$ cat src/hdl/timer_readback_mode0_map.vh
`ifndef TIMER_READBACK_MODE0_MAP_VH
`define TIMER_READBACK_MODE0_MAP_VH

// Bus addresses, as {sel_hi, sel_lo}
`define ADDR_CNT0 2'h0
`define ADDR_CNT1 2'h1
`define ADDR_CNT2 2'h2
`define ADDR_CTRL 2'h3

// Control-register byte fields
`define CW_SC_HI 7
`define CW_SC_LO 6
`define CW_RW_HI 5
`define CW_RW_LO 4
`define CW_SC_READBACK 2'h3
`define CW_RW_LATCH 2'h0
`define RB_VALUE_LATCH_N 5
`define RB_STATE_SNAPSHOT_N 4
`define RB_SEL_HI 3
`define RB_SEL_LO 1

// Mode-control field as kept per counter: {rw[1:0], mode[2:0], bcd}
`define MC_RW_HI 5
`define MC_RW_LO 4
`define MC_MODE_HI 3
`define MC_MODE_LO 1
`define RW_LSB 2'h1
`define RW_MSB 2'h2
`define RW_BOTH 2'h3
`define MODE_TC_IRQ 3'h0
`define MODE_ONESHOT 3'h1
`define MODE_HW_STROBE 3'h5

// Reset values
`define MC_RESET 6'h00
`define COUNT_RESET 16'h0000

`endif

$ cat src/hdl/timer_readback_mode0.v
`timescale 1ns/1ps
`default_nettype none
`include "timer_readback_mode0_map.vh"

////////////////////////////////////////////////////////////////////////////
module counter_unit #(
    parameter WIDTH = 16
) (
    input wire clk_i,
    input wire reset_i,
    input wire ctrl_wr_i,
    input wire cnt_wr_i,
    input wire [7:0] data_i,
    input wire rd_done_i,
    input wire latch_cnt_i,
    input wire latch_st_i,
    input wire count_clk_i,
    input wire enable_pin_i,
    output reg [7:0] rd_data_o,
    output wire timer_pin_o
);
    reg [5:0] mc_r;
    reg [WIDTH-1:0] preset_r;
    reg [WIDTH-1:0] core_r;
    reg [WIDTH-1:0] hold_r;
    reg [7:0] state_r;
    reg out_r;
    reg pend_r;
    reg armed_r;
    reg wr_msb_r;
    reg rd_msb_r;
    reg hold_valid_r;
    reg state_valid_r;
    reg cclk_d_r;
    reg rise_seen_r;
    reg gate_d_r;
    reg trig_r;

    // Mode fields kept as written, for the status byte
    wire [1:0] rw = mc_r[`MC_RW_HI:`MC_RW_LO];
    wire [2:0] mode = mc_r[`MC_MODE_HI:`MC_MODE_LO];
    wire is_mode0 = (mode == `MODE_TC_IRQ);
    wire needs_trig = (mode == `MODE_ONESHOT) || (mode == `MODE_HW_STROBE);
    // Falling edge after a seen rise counts as one pulse
    wire pulse = cclk_d_r & ~count_clk_i & rise_seen_r;
    wire trigger = enable_pin_i & ~gate_d_r;
    // Triggered modes wait for an enable edge before loading
    wire do_load = pulse & pend_r & armed_r & (~needs_trig | trig_r);
    wire do_dec = pulse & armed_r & ~pend_r & enable_pin_i;
    wire [WIDTH-1:0] view = hold_valid_r ? hold_r : core_r;
    wire last_byte = (rw != `RW_BOTH) | rd_msb_r;
    wire [7:0] status_nxt = {out_r, pend_r, mc_r};
    // A latch in the same cycle as the consuming read still lands
    wire cnt_free = ~hold_valid_r |
        (rd_done_i & ~state_valid_r & last_byte);
    wire st_free = ~state_valid_r | rd_done_i;
    wire at_one = (core_r == {{(WIDTH-1){1'b0}}, 1'b1});

    assign timer_pin_o = out_r;

    // Status read leaves the count byte pointer where it is
    always @* begin
        if (state_valid_r) begin
            rd_data_o = state_r;
        end else if (rw == `RW_MSB || (rw == `RW_BOTH && rd_msb_r)) begin
            rd_data_o = view[15:8];
        end else begin
            rd_data_o = view[7:0];
        end
    end

    // Count clock is sampled, so it must run below half of clk_i
    always @(posedge clk_i) begin
        if (reset_i) begin
            cclk_d_r <= 1'b0;
            rise_seen_r <= 1'b0;
            gate_d_r <= 1'b0;
        end else begin
            cclk_d_r <= count_clk_i;
            gate_d_r <= enable_pin_i;
            if (count_clk_i & ~cclk_d_r) begin
                rise_seen_r <= 1'b1;
            end else if (pulse) begin
                rise_seen_r <= 1'b0;
            end
        end
    end

    always @(posedge clk_i) begin
        if (reset_i) begin
            mc_r <= `MC_RESET;
            preset_r <= `COUNT_RESET;
            core_r <= `COUNT_RESET;
            hold_r <= `COUNT_RESET;
            state_r <= 8'h00;
            out_r <= 1'b0;
            pend_r <= 1'b0;
            armed_r <= 1'b0;
            wr_msb_r <= 1'b0;
            rd_msb_r <= 1'b0;
            hold_valid_r <= 1'b0;
            state_valid_r <= 1'b0;
            trig_r <= 1'b0;
        end else begin
            // Counting element; writes below take priority in this cycle
            if (do_load) begin
                core_r <= preset_r;
                pend_r <= 1'b0;
                trig_r <= 1'b0;
            end else if (do_dec) begin
                // Count wraps past zero; timer_pin holds until rewritten
                core_r <= core_r - 1'b1;
                if (is_mode0 && at_one) begin
                    out_r <= 1'b1;
                end
            end
            // A trigger in the load cycle is kept for the next load
            if (trigger) begin
                trig_r <= 1'b1;
            end

            // Read side: status first, then the count bytes
            if (rd_done_i) begin
                if (state_valid_r) begin
                    state_valid_r <= 1'b0;
                end else begin
                    if (rw == `RW_BOTH) begin
                        rd_msb_r <= ~rd_msb_r;
                    end
                    if (last_byte) begin
                        hold_valid_r <= 1'b0;
                    end
                end
            end
            if (latch_cnt_i && cnt_free) begin
                hold_r <= core_r;
                hold_valid_r <= 1'b1;
            end
            if (latch_st_i && st_free) begin
                state_r <= status_nxt;
                state_valid_r <= 1'b1;
            end

            // Programming clears latches and byte pointers
            if (ctrl_wr_i) begin
                mc_r <= data_i[5:0];
                out_r <= 1'b0;
                pend_r <= 1'b1;
                armed_r <= 1'b0;
                wr_msb_r <= 1'b0;
                rd_msb_r <= 1'b0;
                hold_valid_r <= 1'b0;
                state_valid_r <= 1'b0;
                trig_r <= 1'b0;
            end else if (cnt_wr_i) begin
                pend_r <= 1'b1;
                if (is_mode0) begin
                    out_r <= 1'b0;
                end
                if (rw == `RW_LSB) begin
                    preset_r <= {8'h00, data_i};
                    armed_r <= 1'b1;
                end else if (rw == `RW_MSB) begin
                    preset_r <= {data_i, 8'h00};
                    armed_r <= 1'b1;
                end else if (!wr_msb_r) begin
                    // In mode 0 the first byte halts counting until the second lands
                    preset_r[7:0] <= data_i;
                    wr_msb_r <= 1'b1;
                    armed_r <= ~is_mode0;
                end else begin
                    preset_r[15:8] <= data_i;
                    wr_msb_r <= 1'b0;
                    armed_r <= 1'b1;
                end
            end
        end
    end
endmodule // counter_unit

////////////////////////////////////////////////////////////////////////////
module timer_readback_mode0 #(
    parameter WIDTH = 16
) (
    input wire clk_i,
    input wire reset_i,
    input wire chip_sel_n_i,
    input wire read_strobe_n_i,
    input wire store_strobe_n_i,
    input wire sel_hi_i,
    input wire sel_lo_i,
    input wire [7:0] data_i,
    output reg [7:0] data_o,
    output reg data_oe_n_o,
    input wire [2:0] count_clk_i,
    input wire [2:0] enable_pin_i,
    output wire [2:0] timer_pin_o
);
    // Bus decode; a read of the control address is a no-op
    wire [1:0] addr = {sel_hi_i, sel_lo_i};
    // The store strobe acts once, on the first cycle it is seen active
    wire wr_act = ~chip_sel_n_i & ~store_strobe_n_i & read_strobe_n_i;
    wire rd_act = ~chip_sel_n_i & ~read_strobe_n_i & store_strobe_n_i &
        (addr != `ADDR_CTRL);
    reg wr_d_r;
    reg rd_d_r;
    // Remembers which counter the current read addressed
    reg [1:0] rd_idx_r;
    wire wr_take = wr_act & ~wr_d_r;
    wire ctl_take = wr_take & (addr == `ADDR_CTRL);
    wire [1:0] sc = data_i[`CW_SC_HI:`CW_SC_LO];
    wire [1:0] rwf = data_i[`CW_RW_HI:`CW_RW_LO];
    wire readback = ctl_take & (sc == `CW_SC_READBACK);
    wire [2:0] rb_sel = data_i[`RB_SEL_HI:`RB_SEL_LO];
    wire [23:0] rd_bus;

    always @(posedge clk_i) begin
        if (reset_i) begin
            wr_d_r <= 1'b0;
            rd_d_r <= 1'b0;
            rd_idx_r <= `ADDR_CNT0;
            data_o <= 8'h00;
            data_oe_n_o <= 1'b1;
        end else begin
            wr_d_r <= wr_act;
            rd_d_r <= rd_act;
            // Enable trails the strobe by a cycle, in step with the data
            data_oe_n_o <= ~rd_act;
            if (rd_act) begin
                rd_idx_r <= addr;
                if (addr == `ADDR_CNT0) begin
                    data_o <= rd_bus[7:0];
                end else if (addr == `ADDR_CNT1) begin
                    data_o <= rd_bus[15:8];
                end else begin
                    data_o <= rd_bus[23:16];
                end
            end
        end
    end

    // One slice per counter; slices share only the bus
    genvar i;
    generate
        for (i = 0; i < 3; i = i + 1) begin : g_cnt
            // Read advances when the read strobe ends
            wire rd_done = rd_d_r & ~rd_act & (rd_idx_r == i);
            wire cw_hit = ctl_take & (sc == i);
            wire ctrl_wr = cw_hit & (rwf != `CW_RW_LATCH);
            wire latch_cmd = cw_hit & (rwf == `CW_RW_LATCH);
            wire rb_hit = readback & rb_sel[i];
            wire latch_cnt = latch_cmd |
                (rb_hit & ~data_i[`RB_VALUE_LATCH_N]);
            wire latch_st = rb_hit & ~data_i[`RB_STATE_SNAPSHOT_N];
            // Counter write strobe for this slice only
            wire cnt_wr = wr_take & (addr == i);
            counter_unit #(
                .WIDTH(WIDTH)
            ) u_cnt (
                .clk_i(clk_i),
                .reset_i(reset_i),
                .ctrl_wr_i(ctrl_wr),
                .cnt_wr_i(cnt_wr),
                .data_i(data_i),
                .rd_done_i(rd_done),
                .latch_cnt_i(latch_cnt),
                .latch_st_i(latch_st),
                .count_clk_i(count_clk_i[i]),
                .enable_pin_i(enable_pin_i[i]),
                .rd_data_o(rd_bus[i*8 +: 8]),
                .timer_pin_o(timer_pin_o[i])
            );
        end
    endgenerate
endmodule // timer_readback_mode0

`default_nettype wire

$ cat config.mk
export PLATFORM = sky130hd
export DESIGN_NAME = timer_readback_mode0
export DESIGN_NICKNAME = d
export VERILOG_FILES = /design/src/hdl/timer_readback_mode0.v
export VERILOG_INCLUDE_DIRS = /design/src /design/src/hdl
export SDC_FILE = /design/constraint.sdc
export NUM_CORES = 1
export LEC_CHECK = 0
export BUFFER_PORTS_ARGS = -buffer_cell sky130_fd_sc_hd__buf_4
export CORE_MARGIN = 2
export CORE_UTILIZATION = 57
export CTS_CLUSTER_SIZE = 12
export DETAILED_ROUTE_END_ITERATION = 10
export MAX_ROUTING_LAYER = met4
export PLACE_DENSITY = 0.77
export REMOVE_ABC_BUFFERS = 1
export SYNTH_ARGS = -nofsm -noshare
export SYNTH_HDL_FRONTEND = slang
export SYNTH_SLANG_ARGS = --single-unit
$ cat constraint.sdc
create_clock -name clk_i -period 6.2 [get_ports clk_i]
set_input_delay 1.86 -clock clk_i [delete_from_list [all_inputs] [get_ports clk_i]]
set_output_delay 1.86 -clock clk_i [all_outputs]
set_load 0.02 [all_outputs]
# After elaboration in Yosys (flattened, before gate mapping)
# Cells that the tools add are included.
# totals
ff_bits,232
inputBits,21
word_cells,382
out_inout_bits,12
# classes
addsub,3
n_bitwise,127
eq_ne,36
muxes,92
n_reduce_logical,68
# ops
cell,n
$mux W16,15
$mux W8,14
$and A1 B1 Y1,69
$mux W1,63
$eq A16 B1 Y1 const B,3
$sub A16 B1 Y16 const B,3
$reduce_and A3 Y1,15
$not A1 Y1,43
$reduce_bool A2 Y1,19
$eq A2 B2 Y1 const B,11
$reduce_bool A3 Y1,6
$or A1 B1 Y1,15
$ne A2 B2 Y1 const B,7
$eq A2 B1 Y1 const B,6
$logic_and A1 B1 Y1,12
$eq A3 B1 Y1 const B,3
$eq A3 B3 Y1 const B,3
$logic_not A3 Y1,3
$ne A3 B3 Y1 const B,3
$logic_not A2 Y1,4
$logic_or A1 B1 Y1,6
$reduce_or A2 Y1,3

# Logic depth before layout (Yosys ltp)
# logic_depth
ltp_word,13
depth_mapped,8
depth_no_buf,7

# By module
# From an unflattened synthesis, not the netlist that was laid out.
# hier_totals
cells_unflattened,1362
area_unflattened_um2,11574.9
# modules_own_cells
mod,n_inst,cells_per_inst,area_per_inst_um2
counter_unit (g_cnt[1].u_cnt ...),2,420,3522.1
counter_unit (g_cnt[0].u_cnt),1,429,3741.1
timer_readback_mode0,1,93,789.5

# Worst setup path before layout
# No wires, ideal clock.
# synth_timing
path_kind,input-to-reg
start,input port chip_sel_n_i
end,register g_cnt[2].u_cnt.hold_r[10]
required_ns,6.072
path_slack_ns,2.606
n_path_buf,2
cell_stages,6
arrival_ns,3.467
setup_ns,0.128
cell_sequence,or4b_1 buf_6 a2111oi_4 buf_6 mux2i_1 nor2_1
# synth_via
elab_chain_len,11
elab_cells_between_ends,21
cone_classes,bitwise: 20; reduce/logical: 1
# synth_rtl
element,line,text
from (decl),timer_readback_mode0.v:187,"input wire chip_sel_n_i,"
$not A1 Y1 *,"timer_readback_mode0.v:202, timer_readback_mode0.v:203",
$and A1 B1 Y1 (3 in series),timer_readback_mode0.v:203,wire rd_act = ~chip_sel_n_i & ~read_strobe_n_i & store_strobe_n_i &
$not A1 Y1,timer_readback_mode0.v:247,wire rd_done = rd_d_r & ~rd_act & (rd_idx_r == i);
$and A1 B1 Y1 (2 in series),timer_readback_mode0.v:247,
$and A1 B1 Y1 (2 in series),timer_readback_mode0.v:55,(rd_done_i & ~state_valid_r & last_byte);
$or A1 B1 Y1,timer_readback_mode0.v:54,wire cnt_free = ~hold_valid_r |
$logic_and A1 B1 Y1 *,timer_readback_mode0.v:135,if (latch_cnt_i && cnt_free) begin
to (signal assigned),timer_readback_mode0.v:94,hold_r <= `COUNT_RESET;
to (signal assigned),timer_readback_mode0.v:136,hold_r <= core_r;
to (decl),timer_readback_mode0.v:25,reg [WIDTH-1:0] hold_r;
# Mark *: on every way between the ends. The rest lies on a longest branch, timed or not.
# A chain may end at the register's enable or synchronous reset.

# Worst setup path after layout
# layout_timing
start,input port chip_sel_n_i
end,register g_cnt[1].u_cnt.out_r
# layout_via
elab_chain_len,8
elab_cells_between_ends,10
cone_classes,mux: 1; bitwise: 8; reduce/logical: 1
# layout_rtl
element,line,text
$not A1 Y1 *,timer_readback_mode0.v:202,wire wr_act = ~chip_sel_n_i & ~store_strobe_n_i & read_strobe_n_i;
$and A1 B1 Y1 * (2 in series),timer_readback_mode0.v:202,
$and A1 B1 Y1 *,timer_readback_mode0.v:209,wire wr_take = wr_act & ~wr_d_r;
$and A1 B1 Y1,timer_readback_mode0.v:210,wire ctl_take = wr_take & (addr == `ADDR_CTRL);
$and A1 B1 Y1,timer_readback_mode0.v:248,wire cw_hit = ctl_take & (sc == i);
$and A1 B1 Y1,timer_readback_mode0.v:249,wire ctrl_wr = cw_hit & (rwf != `CW_RW_LATCH);
$reduce_or A2 Y1 (no source line),n/a,
to (signal assigned),timer_readback_mode0.v:114,out_r <= 1'b1;
to (signal assigned),timer_readback_mode0.v:147,out_r <= 1'b0;
to (signal assigned),timer_readback_mode0.v:158,out_r <= 1'b0;
to (decl),timer_readback_mode0.v:27,reg out_r;
# Marked as above.

==> reports/qor.yml <==
status:
  status: "completed"
floorplanning:
  dieHeight_microns: 142
  dieArea_sq_um: 20200
  fp.coreArea_sq_um: 18700
  start_util: 0.582
  ios: 33
  die_x_microns: 142
  core.rowCount: 50
sta:
  post-route-min-period_ns: 3.65
  rsz0062_at_grt: "false"
  drv_slew: 0
  setup_viol: 0
  fin_ws_ns: 2.55
  worst_pin_slew_ns: 1.02
  hold_viol: 0
  fin_skew_ns: 0.0138
  max_freq_mhz: 274
  fin_crit_sh: 0.588
  relSlewSlack: 0.321
  tns_ns: 0
layout:
  multiInputGateArea_sq_um: 5830
  synthToLayoutAreaGrowth_pct: 9.11
  nets: 1228
  fill_cells: 1575
  fin_cells: 1442
  seq_area_sq_um: 4640
  diodes: 0
  final_util: 0.636
  drive_above_1_share: 0.100
power_and_ir_drop:
  cellPowerDensity_nw_per_um2: 253
  finalPower_mw: 3.01
  peakVddDrop_v: 0.000254
  p_leak_nw: 4.34
clock_network:
  cts_tree: "built"
  cts_resized: 0
  cts.clk_slew.worst_paths_ns: 0.06
  postCtsSetupBuffers: 0
  cts_buffers: 25
  clockRootBuffer: "clkbuf_16"
  clk_latency_ns: 0.53
  cts_hold_buf: 0
  cts.path.max_buffers: 3
  cts_sinks: 232
  htreeDepth: 1
logic_synthesis:
  async_flop_share: 0
  synth_cells: 1209
  synth_area_leader_cell: "dfxtp_1"
  avgSynthCellArea_sq_um: 9.01
  netlist_area_sq_um: 10900
  netlist.area_leader.share: 0.426
  synth_edf_count: 0
  yosys_warnings: 0
  ys_ff_latch: 232
  ys_top_cells_by_area: "dfxtp_1 43%, mux2i_1 7.7%, nor2_1 5.8%"
  yosysUniqueCellTypes: 67
  synth_ff_type: "dfxtp_1"
  yosysSeqAreaShare: 0.426
worst_setup_path:
  critPathTopFamily: "simple AND/OR/NAND/NOR gates"
  critPathCaptureType: "flip-flop"
  crit_chain: "buf_4, or4b_1, nor4b_2, nor2b_1, or2_2, nor3_1"
  cp_max_fo: 7
  crit_slowest_cell: "or4b_1"
  worst_setup_path_start_kind: "input pin"
  path_buf_inv: 1
  cp_data_required_time_ns: 6.61
  rrSetupSlack_ns: 3.44
  path_class: "in -> reg"
  path_depth: 6
  cp.arrival_ns: 4.06
  ff2ff_path_depth: 7
  slowest_delay_ns: 0.76
place:
  placed_cells: 1399
  dp_slack_ns: 2.05
  gp_congestion: 0.904
  dp_hpwl_mm: 19.6
  port_buffers: 32
drt:
  avgRoutedWirePerCell_microns: 19.9
  vias: 9116
  routed_via_density: 6.32
  drc: 0
  drt_wl_total_mm: 28.8
  dr.pass1.iters: 5
  ant_nets: 0
  drt-initial-drc-count: 891
global_routing:
  grt_pass1_wl_mm: 46.2
  grt_start_max_net_pins: 88
  grt-ovfl-total: 0
  grt.busiest_layer: "met2"
  use_met3: 0.0511
  gr-usage-met2: 0.429
  antenna_found_initial: 0
  grtUsageTotal: 0.294
  grt_pass1_vias: 8480
  met1_usage: 0.424
min_path:
  min_delay_path_depth: 2
  hp-class: "reg -> reg"
flow_run:
  drv_cap: 0
[flip-flops by register name, summed over array words and instances (netlist names), 8 cells and up]
signal / flops
g_cnt.u_cnt.hold_r: 48
g_cnt.u_cnt.core_r: 48
data_o: 8
g_cnt.u_cnt.state_r: 24
g_cnt.u_cnt.mc_r: 18
g_cnt.u_cnt.preset_r: 48
[cells in the mapped netlist (15+ instances only)]
master      n
a211oi_1   16
a21oi_1   112
a31oi_1    22
clkbuf_1   61
dfxtp_1   232
ha_1       15
inv_1      24
mux2i_1    84
mux4_2     24
nand2_1    96
nand3_1    52
nor2_1    168
nor2b_1    27
nor3_1     18
nor3b_1    27
o211ai_1   23
o21ai_0    16
or3_1      16
[report_power, final]
| part | internal, mW | switching [mW] |
|---|---|---|
| registers | 1.50 | 0.00767 |
| logic | 0.0317 | 0.0779 |
| clock network | 0.801 | 0.591 |
[worst register-to-register path, stage by stage (launching register included)]
cell and delay [ns]:
dfxtp_1 0.44, inv_1 0.08, ha_1 0.24, a21oi_1 0.74
mux4_2 0.43, nor2b_1 0.14, a211oi_1 0.44, o211ai_1 0.13
[worst paths after layout]
check,from,endpoint
worst max-delay path,chip_sel_n_i,g_cnt[1].u_cnt.timer_pin_o$_SDFF_PP0_
worst min-delay path,g_cnt[2].u_cnt.preset_r[2]$_SDFFE_PP0P_,g_cnt[2].u_cnt.preset_r[2]$_SDFFE_PP0P_
worst max register to register,g_cnt[1].u_cnt.mc_r[4]$_SDFFE_PP0P_,data_o[2]$_SDFFE_PP0P_
worst min register to register,g_cnt[2].u_cnt.preset_r[2]$_SDFFE_PP0P_,g_cnt[2].u_cnt.preset_r[2]$_SDFFE_PP0P_
[cell type report]
class,instances,share of cell area
inverter,25,0.00789
clock inverter,5,0.00263
sequential,232,0.391
tap,234,0.0246
clock buffer,38,0.0609
multi-input combinational,872,0.490
timing repair buffer,36,0.0231
[cell usage in the layout (no fill, tap or decap), types with 7 or more instances in the layout]
master	n
a211oi_1	16
a21oi_1	112
a221oi_1	8
a22oi_1	10
a31oi_1	22
and3_1	9
buf_4	35
clkbuf_1	8
clkbuf_16	25
dfxtp_1	232
ha_1	15
inv_1	24
mux2i_1	84
mux4_2	24
nand2_1	96
nand2b_1	14
nand3_1	52
nand3b_1	8
nor2_1	168
nor2b_1	27
nor3_1	18
nor3b_1	27
o211ai_1	23
o21ai_0	16
o221ai_1	7
or3_1	16
[through the flow]
stage | area (sq um) | hold WS, ns
floorplan | 10600 | 0.421
global placement | 11100 | 0.436
detailed placement | 11100 | 0.440
CTS | 11900 | 0.448
global route | 11900 | 0.468
finish | 11900 | 0.451
[cells by family (layout without fill, tap and decap cells)]
family / after synthesis / in the layout / share of synthesized area
compound gates: 251 / 251 / 0.152
xor+xnor: 8 / 8 / 0.00643
fa+ha+maj: 15 / 15 / 0.0172
buf+inv: 105 / 104 / 0.0403
flops: 232 / 232 / 0.426
mux: 109 / 109 / 0.128
simple gates: 489 / 489 / 0.230
[layer usage]
| layer | routed length, microns | part of all wire |
|---|---|---|
| met1 | 13300 | 0.46 |
| met2 | 12500 | 0.44 |
| met5 | 0 | 0 |
| met3 | 2220 | 0.077 |
| met4 | 721 | 0.025 |
(Power assumes the default switching activity.)
